### src/logic/timer8_pkg.sv
package timer8_pkg;

  // Register byte offsets on the APB slave
  localparam logic [7:0] OFF_CTRL_A = 8'h00;
  localparam logic [7:0] OFF_CTRL_B = 8'h04;
  localparam logic [7:0] OFF_COUNT = 8'h08;
  localparam logic [7:0] OFF_CMP_A = 8'h0c;
  localparam logic [7:0] OFF_CMP_B = 8'h10;
  localparam logic [7:0] OFF_FLAGS = 8'h14;

  // Field positions in the control registers
  localparam int ACT_A_HI = 7;
  localparam int ACT_A_LO = 6;
  localparam int ACT_B_HI = 5;
  localparam int ACT_B_LO = 4;
  localparam int LOW_BITS_HI = 1;
  localparam int LOW_BITS_LO = 0;
  localparam int TOP_BIT_POS = 3;

  // Flag positions in the flag register
  localparam int FLAG_OVF = 0;
  localparam int FLAG_MATCH_A = 1;
  localparam int FLAG_MATCH_B = 2;

  // Reset values
  localparam logic [7:0] CTRL_A_RST = 8'h00;
  localparam logic CTRL_B_TOP_RST = 1'b0;
  localparam logic [7:0] COUNT_RST = 8'h00;
  localparam logic [7:0] CMP_RST = 8'h00;
  localparam logic [2:0] FLAGS_RST = 3'h0;

  // Count limits
  localparam logic [7:0] MAX_COUNT = 8'hff;
  localparam logic [7:0] BOTTOM_COUNT = 8'h00;

  // Wave mode encodings of interest
  localparam logic [2:0] MODE_FAST_TOP_CMP = 3'h7;

  typedef enum logic [1:0] {
    class_normal,
    class_clear_on_match,
    class_phase,
    class_fast
  } wave_class_t;

  // Per-channel events and settings handed to the waveform unit
  typedef struct packed {
    logic [1:0] action;
    logic allow_toggle;
    logic match;
    logic top_evt;
    logic up;
    logic cmp_eq_top;
  } chan_ctl_t;

endpackage : timer8_pkg

### src/logic/wave_output_unit.sv
`timescale 1ns/1ps
module wave_output_unit (
  input wire logic i_clock,
  input wire logic i_rstn,
  input timer8_pkg::wave_class_t i_class,
  input timer8_pkg::chan_ctl_t i_ctl,
  output logic o_level,
  output logic o_connected
);

  logic level_r;
  logic is_pwm;
  logic match_used;

  assign is_pwm = (i_class == timer8_pkg::class_phase) || (i_class == timer8_pkg::class_fast);
  // Match at top is dropped in PWM when the upper action bit is set
  assign match_used = i_ctl.match && !(is_pwm && i_ctl.action[1] && i_ctl.cmp_eq_top);

  // Toggle in PWM only where allowed; reserved codes stay off the pin
  assign o_connected = (i_ctl.action != 2'h0) &&
                       !(is_pwm && (i_ctl.action == 2'h1) && !i_ctl.allow_toggle);
  assign o_level = level_r;

  // Output level update per mode class
  always_ff @(posedge i_clock)
  begin
    if (!i_rstn)
    begin
      level_r <= 1'b0;
    end
    else
    begin
      case (i_class)
        timer8_pkg::class_fast:
        begin
          if (i_ctl.action[1] && i_ctl.top_evt)
          begin
            level_r <= !i_ctl.action[0];
          end
          else if (i_ctl.action[1] && match_used)
          begin
            level_r <= i_ctl.action[0];
          end
          else if ((i_ctl.action == 2'h1) && i_ctl.allow_toggle && match_used)
          begin
            level_r <= !level_r;
          end
        end
        timer8_pkg::class_phase:
        begin
          // Compare at top keeps the down-match level, so the duty sticks at full or zero
          if (i_ctl.action[1] && i_ctl.top_evt && i_ctl.cmp_eq_top)
          begin
            level_r <= !i_ctl.action[0];
          end
          else if (i_ctl.action[1] && match_used)
          begin
            level_r <= i_ctl.up ? i_ctl.action[0] : !i_ctl.action[0];
          end
          else if ((i_ctl.action == 2'h1) && i_ctl.allow_toggle && match_used)
          begin
            level_r <= !level_r;
          end
        end
        default:
        begin
          if (i_ctl.match)
          begin
            case (i_ctl.action)
              2'h1: level_r <= !level_r;
              2'h2: level_r <= 1'b0;
              2'h3: level_r <= 1'b1;
              default: level_r <= level_r;
            endcase
          end
        end
      endcase
    end
  end

endmodule : wave_output_unit

### src/logic/timer8_wave_compare_control.sv
`timescale 1ns/1ps
module timer8_wave_compare_control (
  input wire logic i_clock,
  input wire logic i_rstn,
  input wire logic i_psel,
  input wire logic i_penable,
  input wire logic i_pwrite,
  input wire logic [7:0] i_paddr,
  input wire logic [31:0] i_pwdata,
  output logic [31:0] o_prdata,
  output logic o_pready,
  output logic o_pslverr,
  input wire logic i_timer_tick,
  input wire logic [2:0] i_vector_taken,
  input wire logic [1:0] i_pin_dir,
  output logic [1:0] o_compare_out,
  output logic [1:0] o_compare_oe_n,
  output logic [2:0] o_flags
);

  logic [7:0] ctrl_a_r;
  logic top_bit_r;
  logic [7:0] count_r;
  logic up_r;
  logic block_r;
  logic [7:0] cmp_buf_a_r;
  logic [7:0] cmp_buf_b_r;
  logic [7:0] cmp_act_a_r;
  logic [7:0] cmp_act_b_r;
  logic [2:0] flags_r;
  logic [31:0] prdata_r;
  logic [2:0] wave_mode;
  timer8_pkg::wave_class_t wclass;
  logic is_pwm;
  logic [7:0] top_val;
  logic top_evt;
  logic ovf_evt;
  logic [1:0] match;
  logic [1:0] level;
  logic [1:0] connected;
  logic setup_rd;
  logic access;
  logic hit;
  logic wr;
  logic [31:0] rd_mux;
  logic [2:0] flag_clr;
  logic [2:0] flag_set;
  timer8_pkg::chan_ctl_t ctl [2];

  // Wave mode decode; modes 4 and 6 fall back to plain counting
  assign wave_mode = {top_bit_r, ctrl_a_r[timer8_pkg::LOW_BITS_HI:timer8_pkg::LOW_BITS_LO]};
  always_comb
  begin
    case (wave_mode)
      3'h1, 3'h5: wclass = timer8_pkg::class_phase;
      3'h2: wclass = timer8_pkg::class_clear_on_match;
      3'h3, 3'h7: wclass = timer8_pkg::class_fast;
      default: wclass = timer8_pkg::class_normal;
    endcase
  end
  assign is_pwm = (wclass == timer8_pkg::class_phase) || (wclass == timer8_pkg::class_fast);

  // Top value source
  assign top_val = (wave_mode == 3'h2 || wave_mode == 3'h5 || wave_mode == 3'h7) ?
                   cmp_act_a_r : timer8_pkg::MAX_COUNT;

  // Top event: last tick before clearing in fast PWM, or the turn in dual slope
  assign top_evt = i_timer_tick && (count_r == top_val) &&
                   ((wclass == timer8_pkg::class_fast) ||
                    ((wclass == timer8_pkg::class_phase) && up_r));

  // Overflow event per mode
  always_comb
  begin
    case (wclass)
      timer8_pkg::class_phase:
        ovf_evt = i_timer_tick && !up_r && (count_r == timer8_pkg::BOTTOM_COUNT);
      default:
        ovf_evt = (wave_mode == timer8_pkg::MODE_FAST_TOP_CMP) ? top_evt :
                  (i_timer_tick && (count_r == timer8_pkg::MAX_COUNT));
    endcase
  end

  // Compare matches are blocked for one tick after a counter write
  assign match[0] = i_timer_tick && !block_r && (count_r == cmp_act_a_r);
  assign match[1] = i_timer_tick && !block_r && (count_r == cmp_act_b_r);

  // APB decode; one-cycle access, read data latched in setup
  assign access = i_psel && i_penable;
  assign setup_rd = i_psel && !i_penable && !i_pwrite;
  assign hit = (i_paddr == timer8_pkg::OFF_CTRL_A) || (i_paddr == timer8_pkg::OFF_CTRL_B) ||
               (i_paddr == timer8_pkg::OFF_COUNT) || (i_paddr == timer8_pkg::OFF_CMP_A) ||
               (i_paddr == timer8_pkg::OFF_CMP_B) || (i_paddr == timer8_pkg::OFF_FLAGS);
  assign wr = access && i_pwrite && hit;
  assign o_pready = 1'b1;
  assign o_pslverr = access && !hit;
  assign o_prdata = prdata_r;

  // Read mux; reserved bits come back as zero
  always_comb
  begin
    rd_mux = 32'h0;
    case (i_paddr)
      timer8_pkg::OFF_CTRL_A: rd_mux = {24'h0, ctrl_a_r[7:4], 2'h0, ctrl_a_r[1:0]};
      timer8_pkg::OFF_CTRL_B: rd_mux = {28'h0, top_bit_r, 3'h0};
      timer8_pkg::OFF_COUNT: rd_mux = {24'h0, count_r};
      timer8_pkg::OFF_CMP_A: rd_mux = {24'h0, cmp_buf_a_r};
      timer8_pkg::OFF_CMP_B: rd_mux = {24'h0, cmp_buf_b_r};
      timer8_pkg::OFF_FLAGS: rd_mux = {29'h0, flags_r};
      default: rd_mux = 32'h0;
    endcase
  end

  // Read data register
  always_ff @(posedge i_clock)
  begin
    if (!i_rstn)
    begin
      prdata_r <= 32'h0;
    end
    else if (setup_rd)
    begin
      prdata_r <= rd_mux;
    end
  end

  // Control registers; reserved bits never stored
  always_ff @(posedge i_clock)
  begin
    if (!i_rstn)
    begin
      ctrl_a_r <= timer8_pkg::CTRL_A_RST;
      top_bit_r <= timer8_pkg::CTRL_B_TOP_RST;
    end
    else if (wr && (i_paddr == timer8_pkg::OFF_CTRL_A))
    begin
      ctrl_a_r <= {i_pwdata[7:4], 2'h0, i_pwdata[1:0]};
    end
    else if (wr && (i_paddr == timer8_pkg::OFF_CTRL_B))
    begin
      top_bit_r <= i_pwdata[timer8_pkg::TOP_BIT_POS];
    end
  end

  // Compare buffers hold what software wrote
  always_ff @(posedge i_clock)
  begin
    if (!i_rstn)
    begin
      cmp_buf_a_r <= timer8_pkg::CMP_RST;
      cmp_buf_b_r <= timer8_pkg::CMP_RST;
    end
    else
    begin
      if (wr && (i_paddr == timer8_pkg::OFF_CMP_A))
      begin
        cmp_buf_a_r <= i_pwdata[7:0];
      end
      if (wr && (i_paddr == timer8_pkg::OFF_CMP_B))
      begin
        cmp_buf_b_r <= i_pwdata[7:0];
      end
    end
  end

  // Active compare values: straight through outside PWM, at top in PWM
  // so a new duty cycle never cuts a period short
  always_ff @(posedge i_clock)
  begin
    if (!i_rstn)
    begin
      cmp_act_a_r <= timer8_pkg::CMP_RST;
      cmp_act_b_r <= timer8_pkg::CMP_RST;
    end
    else if (!is_pwm)
    begin
      cmp_act_a_r <= (wr && (i_paddr == timer8_pkg::OFF_CMP_A)) ? i_pwdata[7:0] : cmp_buf_a_r;
      cmp_act_b_r <= (wr && (i_paddr == timer8_pkg::OFF_CMP_B)) ? i_pwdata[7:0] : cmp_buf_b_r;
    end
    else if (top_evt)
    begin
      cmp_act_a_r <= cmp_buf_a_r;
      cmp_act_b_r <= cmp_buf_b_r;
    end
  end

  // Counter; advances only on ticks, software write wins
  always_ff @(posedge i_clock)
  begin
    if (!i_rstn)
    begin
      count_r <= timer8_pkg::COUNT_RST;
      up_r <= 1'b1;
    end
    else if (wr && (i_paddr == timer8_pkg::OFF_COUNT))
    begin
      count_r <= i_pwdata[7:0];
    end
    else if (i_timer_tick)
    begin
      case (wclass)
        timer8_pkg::class_phase:
        begin
          if (up_r && (count_r == top_val))
          begin
            up_r <= 1'b0;
            count_r <= (top_val == timer8_pkg::BOTTOM_COUNT) ? count_r : count_r - 8'h01;
          end
          else if (!up_r && (count_r == timer8_pkg::BOTTOM_COUNT))
          begin
            up_r <= 1'b1;
            count_r <= (top_val == timer8_pkg::BOTTOM_COUNT) ? count_r : count_r + 8'h01;
          end
          else
          begin
            count_r <= up_r ? count_r + 8'h01 : count_r - 8'h01;
          end
        end
        timer8_pkg::class_clear_on_match, timer8_pkg::class_fast:
        begin
          up_r <= 1'b1;
          count_r <= (count_r == top_val) ? timer8_pkg::BOTTOM_COUNT : count_r + 8'h01;
        end
        default:
        begin
          up_r <= 1'b1;
          count_r <= count_r + 8'h01;
        end
      endcase
    end
  end

  // Match block after a counter write, released by the next tick
  always_ff @(posedge i_clock)
  begin
    if (!i_rstn)
    begin
      block_r <= 1'b0;
    end
    else if (wr && (i_paddr == timer8_pkg::OFF_COUNT))
    begin
      block_r <= 1'b1;
    end
    else if (i_timer_tick)
    begin
      block_r <= 1'b0;
    end
  end

  // Flags: hardware set wins over a clear in the same cycle
  assign flag_set = {match[1], match[0], ovf_evt};
  assign flag_clr = i_vector_taken |
                    ((wr && (i_paddr == timer8_pkg::OFF_FLAGS)) ? i_pwdata[2:0] : 3'h0);
  always_ff @(posedge i_clock)
  begin
    if (!i_rstn)
    begin
      flags_r <= timer8_pkg::FLAGS_RST;
    end
    else
    begin
      flags_r <= flag_set | (flags_r & ~flag_clr);
    end
  end
  assign o_flags = flags_r;

  // Per-channel event bundles and waveform units
  generate
    for (genvar ch = 0; ch < 2; ch++)
    begin : g_chan
      assign ctl[ch].action = (ch == 0) ?
        ctrl_a_r[timer8_pkg::ACT_A_HI:timer8_pkg::ACT_A_LO] :
        ctrl_a_r[timer8_pkg::ACT_B_HI:timer8_pkg::ACT_B_LO];
      assign ctl[ch].allow_toggle = (ch == 0) ? top_bit_r : 1'b0;
      assign ctl[ch].match = match[ch];
      assign ctl[ch].top_evt = top_evt;
      assign ctl[ch].up = up_r;
      assign ctl[ch].cmp_eq_top = ((ch == 0) ? cmp_act_a_r : cmp_act_b_r) == top_val;
      wave_output_unit u_wave (
        .i_clock(i_clock),
        .i_rstn(i_rstn),
        .i_class(wclass),
        .i_ctl(ctl[ch]),
        .o_level(level[ch]),
        .o_connected(connected[ch])
      );
      // Pin driven only when the channel owns it and direction is output
      assign o_compare_oe_n[ch] = !(connected[ch] && i_pin_dir[ch]);
      assign o_compare_out[ch] = level[ch];
    end
  endgenerate

  chk_reserved_read: assert property (@(posedge i_clock) disable iff (!i_rstn)
    (setup_rd && i_paddr == timer8_pkg::OFF_CTRL_A) |=> (o_prdata[3:2] == 2'h0))
    else $error("control A reserved bits read nonzero");

  chk_pin_release: assert property (@(posedge i_clock) disable iff (!i_rstn)
    (ctrl_a_r[7:6] == 2'h0) |-> o_compare_oe_n[0])
    else $error("pin A driven while action is off");

  chk_flag_a_set: assert property (@(posedge i_clock) disable iff (!i_rstn)
    match[0] |=> flags_r[timer8_pkg::FLAG_MATCH_A])
    else $error("match A flag not set");

  chk_ovf_normal: assert property (@(posedge i_clock) disable iff (!i_rstn)
    (wave_mode == 3'h0 && i_timer_tick && count_r == 8'hff && !wr)
    |=> (flags_r[timer8_pkg::FLAG_OVF] && count_r == 8'h00))
    else $error("overflow at max missing");

  chk_ctc_clear: assert property (@(posedge i_clock) disable iff (!i_rstn)
    (wclass == timer8_pkg::class_clear_on_match && match[0] && !wr) |=> (count_r == 8'h00))
    else $error("counter not cleared on match A");

  chk_fast_top_set: assert property (@(posedge i_clock) disable iff (!i_rstn)
    (wclass == timer8_pkg::class_fast && ctrl_a_r[7:6] == 2'h2 && top_evt && !wr)
    |=> o_compare_out[0])
    else $error("fast PWM A not set at top");

  chk_phase_up_clear: assert property (@(posedge i_clock) disable iff (!i_rstn)
    (wclass == timer8_pkg::class_phase && ctrl_a_r[7:6] == 2'h2 && match[0] && up_r &&
     cmp_act_a_r != top_val && !wr) |=> !o_compare_out[0])
    else $error("phase PWM A not cleared on up match");

  chk_cmp_buffered: assert property (@(posedge i_clock) disable iff (!i_rstn)
    (is_pwm && !top_evt && !wr) |=> $stable(cmp_act_a_r))
    else $error("compare A changed away from top in PWM");

  chk_tick_gating: assert property (@(posedge i_clock) disable iff (!i_rstn)
    (!i_timer_tick && !wr) |=> $stable(count_r))
    else $error("counter moved without a tick");

  chk_toggle_a: assert property (@(posedge i_clock) disable iff (!i_rstn)
    (wclass == timer8_pkg::class_normal && ctrl_a_r[7:6] == 2'h1 && match[0] && !wr)
    |=> (o_compare_out[0] != $past(o_compare_out[0])))
    else $error("output A did not toggle");

  chk_b_reserved: assert property (@(posedge i_clock) disable iff (!i_rstn)
    (is_pwm && ctrl_a_r[5:4] == 2'h1) |-> o_compare_oe_n[1])
    else $error("reserved B code drives pin");

endmodule : timer8_wave_compare_control

### config.mk
export PLATFORM = sky130hd
export DESIGN_NAME = timer8_wave_compare_control
export DESIGN_NICKNAME = d
export VERILOG_FILES = /design/src/logic/timer8_pkg.sv /design/src/logic/wave_output_unit.sv /design/src/logic/timer8_wave_compare_control.sv
export SDC_FILE = /design/constraint.sdc
export NUM_CORES = 1
export LEC_CHECK = 0
export ABC_AREA = 1
export BUFFER_PORTS_ARGS = -buffer_cell sky130_fd_sc_hd__buf_2
export CORE_AREA = 2 2 135 137
export CTS_BUF_LIST = sky130_fd_sc_hd__clkbuf_4 sky130_fd_sc_hd__clkbuf_8
export DETAILED_ROUTE_END_ITERATION = 10
export DIE_AREA = 0 0 137 139
export GPL_TIMING_DRIVEN = 0
export HOLD_SLACK_MARGIN = 0.1
export SLEW_MARGIN = 20
export SYNTH_ARGS = -nofsm -noshare
export SYNTH_HDL_FRONTEND = slang
export SYNTH_SLANG_ARGS = --single-unit
### constraint.sdc
create_clock -name i_clock -period 1.8 [get_ports i_clock]
set_input_delay 0.36 -clock i_clock [delete_from_list [all_inputs] [get_ports i_clock]]
set_output_delay 0.36 -clock i_clock [all_outputs]
set_load 0.03 [all_outputs]
* Yosys cells after proc, flatten, opt, wreduce, memory -nomap -nowiden
Index checks and enable logic that the tools add are counted.
** Word-level totals
- Bits in registers :: 86
- Bits of input ports :: 51
- Output and inout port bits :: 41
- Word-level logic and storage cells :: 182
** Cells by class
- Add/subtract/negate cells :: 2
- Eq/ne operators :: 31
- Mux-type cells :: 43
- Bitwise logic cells :: 6
- Reductions and logical operators :: 87
** Operators with widths (count)
- 2-to-1 mux 8 bit :: 15
- one-hot mux 8 bit (6 select lines) :: 1
- logical AND 1 bit :: 44
- equality test 8 bit :: 5
- zero test 8 bit :: 3
- 2-to-1 mux 1 bit :: 20
- equality test 8 x 4 -> 1 bit (second input constant) :: 2
- equality test 8 x 5 -> 1 bit (second input constant) :: 2
- zero test 1 bit :: 16
- one-hot mux 8 bit (2 select lines) :: 1
- equality test 2 bit (second input constant) :: 6
- nonzero test 5 bit :: 2
- logical OR 1 bit :: 9
- inequality test 3 x 1 -> 1 bit (second input constant) :: 3
- adder 8 x 1 -> 8 bit (second input constant) :: 1
- equality test 8 x 3 -> 1 bit (second input constant) :: 1
- equality test 8 bit (second input constant) :: 1
- inequality test 4 bit (second input constant) :: 2
- subtractor 8 x 1 -> 8 bit (second input constant) :: 1
- equality test 2 x 1 -> 1 bit (second input constant) :: 3
- equality test 3 x 2 -> 1 bit (second input constant) :: 2
- equality test 3 bit (second input constant) :: 2
- OR 3 bit :: 2
- one-hot mux 1 bit (3 select lines) :: 2
- 14 further kinds :: 23

* Depth between registers and ports, before layout
Gate-level depths: netlist (run 1).
- Word-level depth :: 14
- Gate-level depth with buffers :: 18
- Mapped depth without buffers :: 18

* Modules after synthesis
A second synthesis (run 1) with hierarchy kept.
** Second synthesis, totals
- Cells, all modules :: 753
- Area total of the unflattened synthesis :: 4673.2 um2
** By module, submodules not included
- timer8_wave_compare_control :: times used 1, cells each 663, area an instance 4205.3 um2, sequential area each 1201.2 um2
- wave_output_unit :: times used 2, cells each 45, area an instance 234.0 um2, sequential area each 20.0 um2

* Worst setup path after synthesis (run 1)
No wires, ideal clock.
- Path kind :: reg2reg
- Start point :: register count_r[0]
- End point :: register count_r[2]
- Library setup time :: 0.071 ns
- Data arrival time :: 1.891 ns
- Data required time :: 1.729 ns
- Slack :: -0.162 ns
- Cell stages (with the launch flop) :: 15
- Path buffers :: 0
- Period minus slack after synthesis :: 1.962 ns
- Path through :: dfxtp_1 inv_1 ha_1 nand3_1 nor3_2 nand2_1 nor3_1 inv_1 nand2_1 nand3_1 nand2_1 nand2_1 nand2_1 nand2_1 a21oi_1
** Between the ends
- Longest elaborated chain between the ends :: 7
- Elaborated cells on any way between the ends :: 18
- Classes of those cells :: 2 x add/sub; 3 x eq/ne; 9 x mux; 4 x reduce/logical
** RTL lines
- from (decl) :: RTL line timer8_wave_compare_control.sv:23 : logic [7:0] count_r;
- from (signal assigned) :: RTL line timer8_wave_compare_control.sv:192 : count_r <= timer8_pkg::COUNT_RST;
- from (signal assigned) :: RTL line timer8_wave_compare_control.sv:197 : count_r <= i_pwdata[7:0];
- from (signal assigned) :: RTL line timer8_wave_compare_control.sv:207 : count_r <= (top_val == timer8_pkg::BOTTOM_COUNT) ? count_r : count_r - 8'h01;
- subtractor 8 x 1 -> 8 bit (tied with other cells) :: RTL line timer8_wave_compare_control.sv:207, timer8_wave_compare_control.sv:216
- 2-to-1 mux 8 bit (tied with other cells) :: RTL line timer8_wave_compare_control.sv:216 : count_r <= up_r ? count_r + 8'h01 : count_r - 8'h01;
- 2-to-1 mux 8 bit :: RTL line timer8_wave_compare_control.sv:209 : else if (!up_r && (count_r == timer8_pkg::BOTTOM_COUNT))
- 2-to-1 mux 8 bit :: RTL line timer8_wave_compare_control.sv:204 : if (up_r && (count_r == top_val))
- one-hot mux 8 bit (2 select lines) :: RTL line timer8_wave_compare_control.sv:201 : case (wclass)
- 2-to-1 mux 8 bit :: RTL line timer8_wave_compare_control.sv:199 : else if (i_timer_tick)
- 2-to-1 mux 8 bit :: RTL line timer8_wave_compare_control.sv:195 : else if (wr && (i_paddr == timer8_pkg::OFF_COUNT))
Parallel ways exist; a longest one is shown, timed or not. The select of a mux whose other input is x is not followed.
A chain may end at the register's enable or synchronous reset.

* Final worst setup path (run 1)
- Start point :: register top_bit_r
- End point :: register cmp_act_b_r[1]
** Between the ends
- Longest elaborated chain between the ends :: 8
- Elaborated cells on any way between the ends :: 21
- Classes of those cells :: 9 x eq/ne; 3 x mux; 9 x reduce/logical
** RTL lines
- from (decl) :: RTL line timer8_wave_compare_control.sv:22 : logic top_bit_r;
- from (signal assigned) :: RTL line timer8_wave_compare_control.sv:133 : top_bit_r <= timer8_pkg::CTRL_B_TOP_RST;
- from (signal assigned) :: RTL line timer8_wave_compare_control.sv:141 : top_bit_r <= i_pwdata[timer8_pkg::TOP_BIT_POS];
- equality test 3 bit (tied with other cells) :: RTL line timer8_wave_compare_control.sv:54, timer8_wave_compare_control.sv:64
- OR reduction 2 bit / logical OR 1 bit (equally long branches) :: RTL line timer8_wave_compare_control.sv:54, timer8_wave_compare_control.sv:64
- one-hot mux 2 bit (3 select lines) / logical OR 1 bit (equally long branches) :: RTL line timer8_wave_compare_control.sv:54, timer8_wave_compare_control.sv:64
- equality test 2 bit / 2-to-1 mux 8 bit (equally long branches) :: RTL line timer8_wave_compare_control.sv:61, timer8_wave_compare_control.sv:70, timer8_wave_compare_control.sv:64
- logical AND 1 bit / equality test 8 bit (equally long branches) :: RTL line timer8_wave_compare_control.sv:70, timer8_wave_compare_control.sv:68
- logical OR 1 bit / logical AND 1 bit (equally long branches) :: RTL line timer8_wave_compare_control.sv:69, timer8_wave_compare_control.sv:68
- logical AND 1 bit :: RTL line timer8_wave_compare_control.sv:68 : assign top_evt = i_timer_tick && (count_r == top_val) &&
- inequality test 2 bit (no line)
- to (signal assigned) :: RTL line timer8_wave_compare_control.sv:173 : cmp_act_b_r <= timer8_pkg::CMP_RST;
- to (signal assigned) :: RTL line timer8_wave_compare_control.sv:178 : cmp_act_b_r <= (wr && (i_paddr == timer8_pkg::OFF_CMP_B)) ? i_pwdata[7:0] : cmp_buf_b_r;
- to (signal assigned) :: RTL line timer8_wave_compare_control.sv:183 : cmp_act_b_r <= cmp_buf_b_r;
- to (decl) :: RTL line timer8_wave_compare_control.sv:29 : logic [7:0] cmp_act_b_r;
Parallel ways exist; a longest one is shown, timed or not.

==> impl_results.md, run 1 <==
* Outcome: finished, violations left
* Failing checks: negative setup slack
* Commonest non-fill, non-tap cells in the layout: nand2_1, nor2_1, inv_1, buf_4, a21oi_1
* Clock Skews at roughly 0.014 ns
* Hpwl dp at 12600 µm
* Flops & latches, synth at 62
* Unrepaired setup endpoints after global routing: yes
* CP Capture Type: flop
* Synthesis-to-layout area growth at 37.5%
* Final Setup Violations at 28
* Slew headroom at 38.9%
* Req. time, crit path at 2.09 ns
* Worst-skew pair later-pin latency at 0.37 ns
* Vias in the first global route at 4724
* Die span in x at 137 µm
* Height of the die at ~140 µm
* CTS H-tree lvls at 3
* Gr ovfl total at 0
* Wire length per cell at around 16 µm
* I/O pin count at between 90 and 100
* Worst Path Arrival at 2.43 ns
* Reg clk slew, reported paths at 0.07 ns
* Longest Clk Path Bufs at 2
* Crit path max fanout at 5
* Distinct cells, synth at 40
* Sequential share of the synthesized area at between 20% and 30%
* Final core occ at 35.1%
* Hold_sp: i_vector_taken[1]
* Final period util at 119%
* Leak at 2.56 nW
* Drt first pass iters at 6
* EDFF count, synth at 0
* Die area at 19000 µm²
* Gpl congestion at 0.972
* Detail-routed via count per cell at 4.94
* DR DRC count at 0
* Slew Limit Fails at 0
* Initial antenna violation count at 0
* Routed WL at around 18000 µm
* Post-route ant nets at 0
* Ys flop type: dfxtp_1
* Peak VDD IR at 352 µV
* Most common cell after layout, fill and taps aside: nand2_1
* Power Dens Cells at 542 nW/µm²
* Synth Instances at 740
* CP startpoint kind: flop
* Total of max-cap violations at 0
* Cts hold-fix bufs at 0
* Hold WC Path Type: primary input to flop
* Crit path from: top_bit_r$_SDFFE_PN0P_
* Share of cells above drive strength 1 at 27.1%
* Row cnt at slightly below 50
* Nets at about 900
* CTS tree: built
* Initial Util at 25.5%
* Clock buffer count from CTS at 9
* Post-route setup slack at -0.338 ns
* FFs w/ async S/R, synth at 0%
* Maximum clock rate at 0.468 GHz
* Total track usage at 17.9%
* First-pass GRT wire length at 26100 µm
* Hold WS at 0.255 ns
* N_diodes at 0
* Hold Fails Final Rpt at 0
* Core area at 17700 µm²
* Post-Route Setup TNS at -8.17 ns
* Worst-margin pin slew at 0.909 ns
* Vias at 5356
* Largest net degree at the start of global routing at 11
* Clock root buffer: clkbuf_8
* Port Buffer Count at 42
* Syn avg cell area at roughly 6 µm²
* Min cycle time layout at approximately 2.1 ns
* DR iter-0 viols at 449
* Num Clock Sinks at slightly above 60
* Critical setup path kind: flop to flop
* Ys Warns at 0
* Post-Syn Area at 4500 µm²
* Reg2reg start: top_bit_r$_SDFFE_PN0P_
where the power goes:
group	switching, W	total, W	internal, W
clock network	0.000610	0.00139	0.000780
logic	0.000364	0.000558	0.000194
registers	0.0000256	0.00141	0.00138
total	0.000999	0.00335	0.00236
repair_timing:
action / CTS / global route
setup endpoints to repair: 38 / 39
buffers inserted: 28 / 8
pin swaps: 22 / 25
cloned: 2 / 1
gates resized for setup: 76 / 69
layout make-up:
cell class | count | area, µm²
clock inverter | 5 | 75.1
fill | 1913 | 11500
clock buffer | 10 | 131
timing repair buffer | 81 | 577
tap | 229 | 287
multi-input combinational | 558 | 3100
inverter | 90 | 377
sequential | 62 | 1260
buffer | 49 | 382
flip-flops by register name (all words and copies together) (netlist names):
register	cells
g_chan.u_wave.o_level	2
count_r	8
cmp_buf_a_r	8
cmp_buf_b_r	8
o_flags	3
top_bit_r	1
block_r	1
ctrl_a_r	6
up_r	1
o_prdata	8
cmp_act_b_r	8
cmp_act_a_r	8
path summary, 6_finish.rpt:
path                            slack (ns)                           to  depth (start not counted)
worst min register to register        0.47     o_prdata[5]$_SDFFE_PN0P_                          2
worst max register to register       -0.34  cmp_act_b_r[1]$_SDFFE_PN0P_                         13
worst min-delay path                  0.26        o_flags[1]$_SDFF_PN0_                          3
worst max-delay path                 -0.34  cmp_act_b_r[1]$_SDFFE_PN0P_                         13
cells in the mapped netlist, types with 2 or more instances:
master	count	share of area, %
o2111ai_1	4	0.78
inv_2	8	0.67
nand3b_1	5	0.83
xor2_1	11	2.1
a22o_1	2	0.39
o21ai_1	6	0.67
dfxtp_1	62	28
nor2_2	4	0.56
ha_1	2	0.56
o21ai_0	45	5.0
a21oi_2	2	0.39
buf_2	8	0.89
nor2_4	2	0.50
nand3_1	34	3.8
conb_1	2	0.17
clkbuf_1	15	1.2
nand2_1	189	16
nor2_1	82	6.8
o22ai_1	9	1.2
xnor2_1	3	0.58
buf_4	29	4.8
a21oi_1	64	7.1
a31oi_1	8	1.1
nand2_4	2	0.50
nand3_2	3	0.67
nand4_1	22	3.1
nand2_2	4	0.56
nor3_1	16	1.8
o211ai_1	4	0.67
inv_1	81	6.7
nor3_2	3	0.67
critical path, stage by stage, from the launching register on:
cell     delay (ns)
dfxtp_4        0.37
inv_6          0.05
nand2_4        0.09
buf_6          0.15
nand3_1        0.15
nand2_1        0.12
nand2_1        0.05
nor2_1         0.13
nand3_2        0.17
nor2_4         0.21
buf_6          0.16
buf_12         0.14
a31oi_4        0.12
a21oi_2        0.14
per-layer routing:
layer / global-route usage (%) / vias up / part of all wire [%]
met5: 0 / - / 0
met4: 9.12 / 0 / 4.8
met3: 3.11 / 64 / 8.1
met2: 26.9 / 250 / 45
met1: 24.5 / 2445 / 42
li1: - / 2597 / -
cell families (layout without fill, tap and decap cells):
family,count (synthesis),count (layout),synth area share (%)
buffers and inverters,143,235,14.7
XOR/XNOR,14,14,2.72
AND/OR/NAND/NOR,370,370,36.3
flip-flops,62,62,27.6
adder cells (fa/ha/maj),2,2,0.555
AO/OA/AOI/OAI,147,147,18.0
other,2,25,0.167
per-stage QoR:
step / power, W / setup slack, ns / instances / cell area, µm²
5_1_grt: 0.00345 / -0.454 / 1084 / 6190
2_1_floorplan: 0.00176 / -0.100 / 763 / 4640
3_5_place_dp: 0.00190 / -0.734 / 1034 / 5140
4_1_cts: 0.00330 / -0.296 / 1077 / 5830
6_report: 0.00335 / -0.338 / 1084 / 6190
3_3_place_gp: 0.00190 / -0.778 / 1034 / 5140
No activity file was read; power rests on OpenSTA's default activity.
==> run 2, diff against run 1 <==
==> constraint.sdc (replaced) <==
create_clock -name i_clock -period 1.8 [get_ports i_clock]
set_input_delay 0.36 -clock i_clock [delete_from_list [all_inputs] [get_ports i_clock]]
set_output_delay 0.36 -clock i_clock [all_outputs]
set_load 0.02 [all_outputs]
==> run 2 against run 1 <==
The run still ends with negative setup slack left. Critical path type unchanged. Cell count did not move. Hold slack did not move. Non-clock buffer count did not move. Critical endpoint unchanged.
==> impl_results.md, run 2 (same netlist as run 1, synthesis figures left out) <==
* Largest net degree at the start of global routing at 11 (unchanged)
* Critical setup path kind: flop to flop (unchanged)
* Hold Fails Final Rpt at 0 (unchanged)
* Unrepaired setup endpoints after global routing: yes (unchanged)
* Worst-skew pair later-pin latency at 0.37 ns (about the same)
* Hpwl dp at 12600 µm (unchanged)
* Crit path max fanout at 5 (unchanged)
* Design Area, Final at 6190 µm² (unchanged)
* DP Area at 5140 µm² (unchanged)
* Core area at 17700 µm² (unchanged)
* Bufs and invs on worst path at 4 (unchanged)
* Share of cells above drive strength 1 at 27.1% (unchanged)
* Num Clock Sinks at 62 (unchanged)
* Outcome: finished, violations left (unchanged)
* CTS tree: built (unchanged)
* Final core occ at 35.1% (unchanged)
* Placed instance count at 1034 (unchanged)
* CP max-delay cell: dfxtp_4 (unchanged)
* Height of the die at 139 µm (unchanged)
* Initial Util at 25.5% (unchanged)
* Worst-margin pin slew at 0.909 ns (unchanged)
* Maximum clock rate at 0.468 GHz (unchanged)
* Wire length per cell at 16.2 µm (unchanged)
* Post-route ant nets at 0 (unchanged)
* Post-Route Setup TNS at -8.17 ns (unchanged)
* Power Dens Cells at 538 nW/µm² (was 542 nW/µm²)
* Most common cell after layout, fill and taps aside: nand2_1 (unchanged)
* CTS H-tree lvls at 3 (unchanged)
* Final period util at 119% (unchanged)
* Final Setup Violations at 28 (unchanged)
* Die area at 19000 µm² (unchanged)
* DR DRC count at 0 (unchanged)
* Die span in x at 137 µm (unchanged)
* Gpl congestion at 0.972 (unchanged)
* Total track usage at 17.9% (unchanged)
* First-pass GRT wire length at 26100 µm (unchanged)
* Port Buffer Count at 42 (unchanged)
* CP startpoint kind: flop (unchanged)
* Detail-routed via count per cell at 4.94 (unchanged)
* Vias in the first global route at 4724 (unchanged)
* Peak VDD IR at 352 µV (about the same)
* Min cycle time layout at 2.14 ns (unchanged)
* Drt first pass iters at 6 (unchanged)
* Commonest non-fill, non-tap cells in the layout: nand2_1, nor2_1, inv_1, buf_4, a21oi_1 (unchanged)
* Vias at 5356 (unchanged)
* Reg clk slew, reported paths at 0.07 ns (about the same)
* Hold WC Path Type: primary input to flop (unchanged)
* Synthesis-to-layout area growth at 37.5% (unchanged)
* Cts hold-fix bufs at 0 (unchanged)
* Routed WL at 17600 µm (unchanged)
* N_diodes at 0 (unchanged)
* DR iter-0 viols at 449 (unchanged)
* I/O pin count at 92 (unchanged)
* Worst path cell trace: inv_6 > nand2_4 > buf_6 > nand3_1 > nand2_1 > nand2_1 > nor2_1 > nand3_2 > nor2_4 > buf_6 > buf_12 > a31oi_4 > a21oi_2 (unchanged)
* Req. time, crit path at 2.09 ns (about the same)
* CP Capture Type: flop (unchanged)
* Leak at 2.56 nW (unchanged)
* Longest Clk Path Bufs at 2 (unchanged)
* Gr ovfl total at 0 (unchanged)
* Row cnt at 49 (unchanged)
* Nets at 904 (unchanged)
* Initial antenna violation count at 0 (unchanged)
* Worst Path Arrival at 2.43 ns (about the same)
* Final cell count without fillers at 1084 (unchanged)
* Clock Skews at 0.0135 ns (unchanged)
* Post-route setup slack at -0.338 ns (unchanged)
* Total of max-cap violations at 0 (unchanged)
* Critical Path Max Stage Delay at 0.37 ns (about the same)
* Clock buffer count from CTS at 9 (unchanged)
* Final Power at 0.00333 W (was 0.00335 W)
* Failing checks: negative setup slack (unchanged)
* Slew Limit Fails at 0 (unchanged)
* Critical path's top delay family: simple AND/OR/NAND/NOR gates (unchanged)
* Slew headroom at 38.9% (unchanged)
* Clock root buffer: clkbuf_8 (unchanged)
## run 2: worst paths after layout
path	start	endpoint	slack (ns)	depth (start not counted)
worst max-delay path	top_bit_r$_SDFFE_PN0P_	cmp_act_b_r[1]$_SDFFE_PN0P_	-0.34	13
worst min-delay path	i_vector_taken[1]	o_flags[1]$_SDFF_PN0_	0.26	3
worst max register to register	top_bit_r$_SDFFE_PN0P_	cmp_act_b_r[1]$_SDFFE_PN0P_	-0.34	13
worst min register to register	o_prdata[5]$_SDFFE_PN0P_	o_prdata[5]$_SDFFE_PN0P_	0.47	2
## run 2: routing by layer
metal | vias up | routed length, µm | track usage, % | share of wire [%]
met4 | 0 | 848 | 9.12 | 4.8
met3 | 64 | 1430 | 3.11 | 8.1
met2 | 250 | 7840 | 26.9 | 45
met1 | 2445 | 7470 | 24.5 | 42
met5 | - | 0 | 0 | 0
li1 | 2597 | - | - | -
## run 2: repair_timing
item                                    4_1_cts  5_1_grt
pin swaps                                    22       25
endpoints found under the setup margin       38       39
setup buffers                                28        8
resized for setup                            75       70
cloned                                        2        1
## run 2: final cells by class
type | instances | area (µm²)
inverters | 90 | 377
plain buffers | 49 | 382
clock inverters | 5 | 75.1
flip-flops and latches | 62 | 1260
fillers | 1913 | 11500
repair buffers | 81 | 577
well taps | 229 | 287
multi-input cells | 558 | 3100
clock buffers | 10 | 131
## run 2: tightest hold or removal path, stage by stage
cell	delay (ns)
buf_2	0.07
nand3b_1	0.09
a21oi_1	0.05
## run 2: stage by stage
step | hold WS (ns) | setup WS [ns]
after floorplan | 0.444 | -0.100
after CTS | 0.251 | -0.296
after detailed placement | 0.459 | -0.734
final | 0.255 | -0.338
after global placement | 0.453 | -0.778
after global routing | 0.264 | -0.454
## run 2: where the power goes
group / internal, W / leakage, nW / switching, W / total (W)
Sequential: 0.00138 / 0.506 / 0.0000256 / 0.00141
Combinational: 0.000194 / 1.95 / 0.000338 / 0.000532
Clock: 0.000780 / 0.109 / 0.000610 / 0.00139
==> run 3, diff against run 2 <==
--- a/config.mk
+++ b/config.mk
@@ -13,6 +13,8 @@
 export DIE_AREA = 0 0 137 139
 export GPL_TIMING_DRIVEN = 0
 export HOLD_SLACK_MARGIN = 0.1
+export PLACE_DENSITY = 0.53
+export SKIP_CTS_REPAIR_TIMING = 1
 export SLEW_MARGIN = 20
 export SYNTH_ARGS = -nofsm -noshare
 export SYNTH_HDL_FRONTEND = slang
==> run 3 against run 2 <==
The run still ends with negative setup slack left. Critical path depth up 4. Core utilization fell by 0.16 points. Maximum frequency fell by 3.9%. Cell count up 0.18%. Sequential power hardly changed. Hold slack lost 0.010 ns. Non-clock buffer count rose by 1. Sequential share of layout area rose by 0.12 points. Clock power down 3%. Flip-flop and latch count is the same.
==> impl_results.md, run 3 (same netlist as run 1, synthesis figures left out) <==
* Outcome: finished, violations left (unchanged)
* Failing checks: negative setup slack (unchanged)
* Worst path cell trace: buf_6 > clkinvlp_4 > nand2_2 > nand2_2 > nor2_2 > nand2_1 > nand2_1 > nand2_1 > nor2_2 > nand3_2 > nor2_4 > buf_12 > inv_8 > nand2_8 > o22ai_2 > a21oi_1 > nor2_1 (was inv_6 > nand2_4 > buf_6 > nand3_1 > nand2_1 > nand2_1 > nor2_1 > nand3_2 > nor2_4 > buf_6 > buf_12 > a31oi_4 > a21oi_2)
* N_diodes at 0 (unchanged)
* Bufs and invs on worst path at 4 (unchanged)
* CTS tree: built (unchanged)
* CP max-delay cell: dfxtp_2 (was dfxtp_4)
* DR iter-0 viols at 508 (was 449)
* Critical Path Max Stage Delay at 0.33 ns (was 0.37 ns)
* Final Setup Violations at 28 (unchanged)
* Routed WL at 17500 µm (was 17600 µm)
* Final Power at 0.00329 W (was 0.00333 W)
* Most common cell after layout, fill and taps aside: nand2_1 (unchanged)
* Worst-margin pin slew at 0.875 ns (was 0.909 ns)
* Crit path max fanout at 7 (was 5)
* Fill cell count at 1984 (was 1913)
* Leak at 2.55 nW (was 2.56 nW)
* Worst r2r dst: cmp_act_a_r[1]$_SDFFE_PN0P_ (was cmp_act_b_r[1]$_SDFFE_PN0P_)
* I/O pin count at 92 (unchanged)
* Die span in x at 137 µm (unchanged)
* Cell mode on critical path: nand2_1
* Clock root buffer: clkbuf_8 (unchanged)
* Reg clk slew, reported paths at 0.08 ns (was 0.07 ns)
* Slew headroom at 41.2% (was 38.9%)
* First-pass GRT wire length at 26200 µm (was 26100 µm)
* Detail-routed via count per cell at 4.82 (was 4.94)
* Clock Skews at 0.0136 ns (was 0.0135 ns)
* Hold path depth at 3 (unchanged)
* Total track usage at 18.1% (was 17.9%)
* Total of max-cap violations at 0 (unchanged)
* Port Buffer Count at 42 (unchanged)
* Hpwl dp at 13000 µm (was 12600 µm)
* DR DRC count at 0 (unchanged)
* CP startpoint kind: flop (unchanged)
* Worst-skew pair later-pin latency at 0.37 ns (about the same)
* Hold Fails Final Rpt at 0 (unchanged)
* Register area at 1260 µm² (about the same)
* Hold WC Path Type: primary input to flop (unchanged)
* Vias at 5236 (was 5356)
* Post-route setup slack at -0.425 ns (was -0.338 ns)
* Nets at 905 (was 904)
* Initial Util at 25.5% (unchanged)
* Worst Path Arrival at 2.47 ns (was 2.43 ns)
* Req. time, crit path at 2.04 ns (was 2.09 ns)
* Synthesis-to-layout area growth at 36.8% (was 37.5%)
* Initial antenna violation count at 0 (unchanged)
* Hold_sp: i_vector_taken[2] (was i_vector_taken[1])
* Height of the die at 139 µm (unchanged)
* Post-Route Setup TNS at -9.69 ns (was -8.17 ns)
* Power Dens Cells at 533 nW/µm² (was 538 nW/µm²)
* Vias in the first global route at 4655 (was 4724)
* Unrepaired setup endpoints after global routing: yes (unchanged)
* Share of cells above drive strength 1 at 28.6% (was 27.1%)
* Num Clock Sinks at 62 (unchanged)
* Wire length per cell at 16.2 µm (about the same)
* Peak VDD IR at 295 µV (was 352 µV)
* Post-route ant nets at 0 (unchanged)
* Reg2reg start: count_r[4]$_SDFFE_PN0P_ (was top_bit_r$_SDFFE_PN0P_)
* Slew Limit Fails at 0 (unchanged)
* Clock buffer count from CTS at 9 (unchanged)
* Maximum clock rate at 0.450 GHz (was 0.468 GHz)
* Placed instance count at 1034 (unchanged)
* Hold WS at 0.245 ns (was 0.255 ns)
* Final period util at 124% (was 119%)
* Commonest non-fill, non-tap cells in the layout: nand2_1, nor2_1, inv_1, buf_4, a21oi_1 (unchanged)
* Die area at 19000 µm² (unchanged)
* Min cycle time layout at 2.22 ns (was 2.14 ns)
* Reg2reg path depth at 17 (was 13)
* Gpl congestion at 0.915 (was 0.972)
* Final core occ at 34.9% (was 35.1%)
* Hold EP: o_flags[2]$_SDFF_PN0_ (was o_flags[1]$_SDFF_PN0_)
* Row cnt at 49 (unchanged)
* Core area at 17700 µm² (unchanged)
* Reg2reg setup slack at -0.42 ns (was -0.34 ns)
* Gr ovfl total at 0 (unchanged)
* Multi-input logic area at 3070 µm² (was 3100 µm²)
* Critical setup path kind: flop to flop (unchanged)
* Largest net degree at the start of global routing at 14 (was 11)
* CP Capture Type: flop (unchanged)
* CTS H-tree lvls at 3 (unchanged)
* Critical path's top delay family: simple AND/OR/NAND/NOR gates (unchanged)
* Drt first pass iters at 5 (was 6)
* Longest Clk Path Bufs at 2 (unchanged)
* Final cell count without fillers at 1086 (was 1084)
-- run 3: cell count changes in the layout (fill, tap and decap cells not counted), moves of 4 or more --
cell and change:
o22ai_1 -4, nand2_1 -5, inv_2 -5, o21ai_2 +6, o22ai_2 +4, nand2_2 +6
nand3_2 +5, buf_6 -4
-- run 3: metrics by stage --
stage / cell area [µm²] / setup slack, ns
6_report: 6160 / -0.425
5_1_grt: 6160 / -0.606
4_1_cts: 5340 / -0.883
3_5_place_dp: 5140 / -0.861
3_3_place_gp: 5140 / -0.873
2_1_floorplan: 4640 / -0.100
-- run 3: where the power goes --
part           internal (W)  switching (W)
sequential          0.00138      0.0000192
combinational      0.000198       0.000340
clock              0.000656       0.000691
-- run 3: how the worst max path moves through the flow --
stage                                  startpoint  depth (start not counted)                          end
final                     count_r[4]$_SDFFE_PN0P_                         17  cmp_act_a_r[1]$_SDFFE_PN0P_
after global routing      count_r[4]$_SDFFE_PN0P_                         17  cmp_act_a_r[1]$_SDFFE_PN0P_
after CTS                 count_r[6]$_SDFFE_PN0P_                         10  cmp_act_b_r[4]$_SDFFE_PN0P_
after detailed placement  count_r[6]$_SDFFE_PN0P_                         10  cmp_act_b_r[4]$_SDFFE_PN0P_
after global placement    count_r[6]$_SDFFE_PN0P_                         10  cmp_act_b_r[4]$_SDFFE_PN0P_
after floorplan                        i_paddr[5]                         11  cmp_act_b_r[6]$_SDFFE_PN0P_
-- run 3: metal layers --
| layer | wire (µm) | part of all wire [%] | vias up | global-route usage, % |
|---|---|---|---|---|
| met3 | 1200 | 6.8 | 34 | 4.57 |
| li1 | - | - | 2607 | - |
| met5 | 0 | 0 | - | 0 |
| met1 | 7770 | 44 | 2410 | 24.2 |
| met4 | 355 | 2.0 | 0 | 5.59 |
| met2 | 8220 | 47 | 185 | 28.4 |
-- run 3: area by class of cell --
| type | instances | share of cell area, % |
|---|---|---|
| Buffer | 51 | 6.54 |
| Clock buffer | 9 | 2.01 |
| Clock inverter | 7 | 1.32 |
| Inverter | 90 | 6.39 |
| Multi-Input combinational cell | 558 | 49.7 |
| Sequential cell | 62 | 20.5 |
| Tap cell | 229 | 4.65 |
| Timing Repair Buffer | 80 | 8.87 |
-- run 3: tightest hold or removal path, cell delays in order --
cell and delay (ns):
buf_2 0.07, nand3b_1 0.09, a21oi_1 0.05
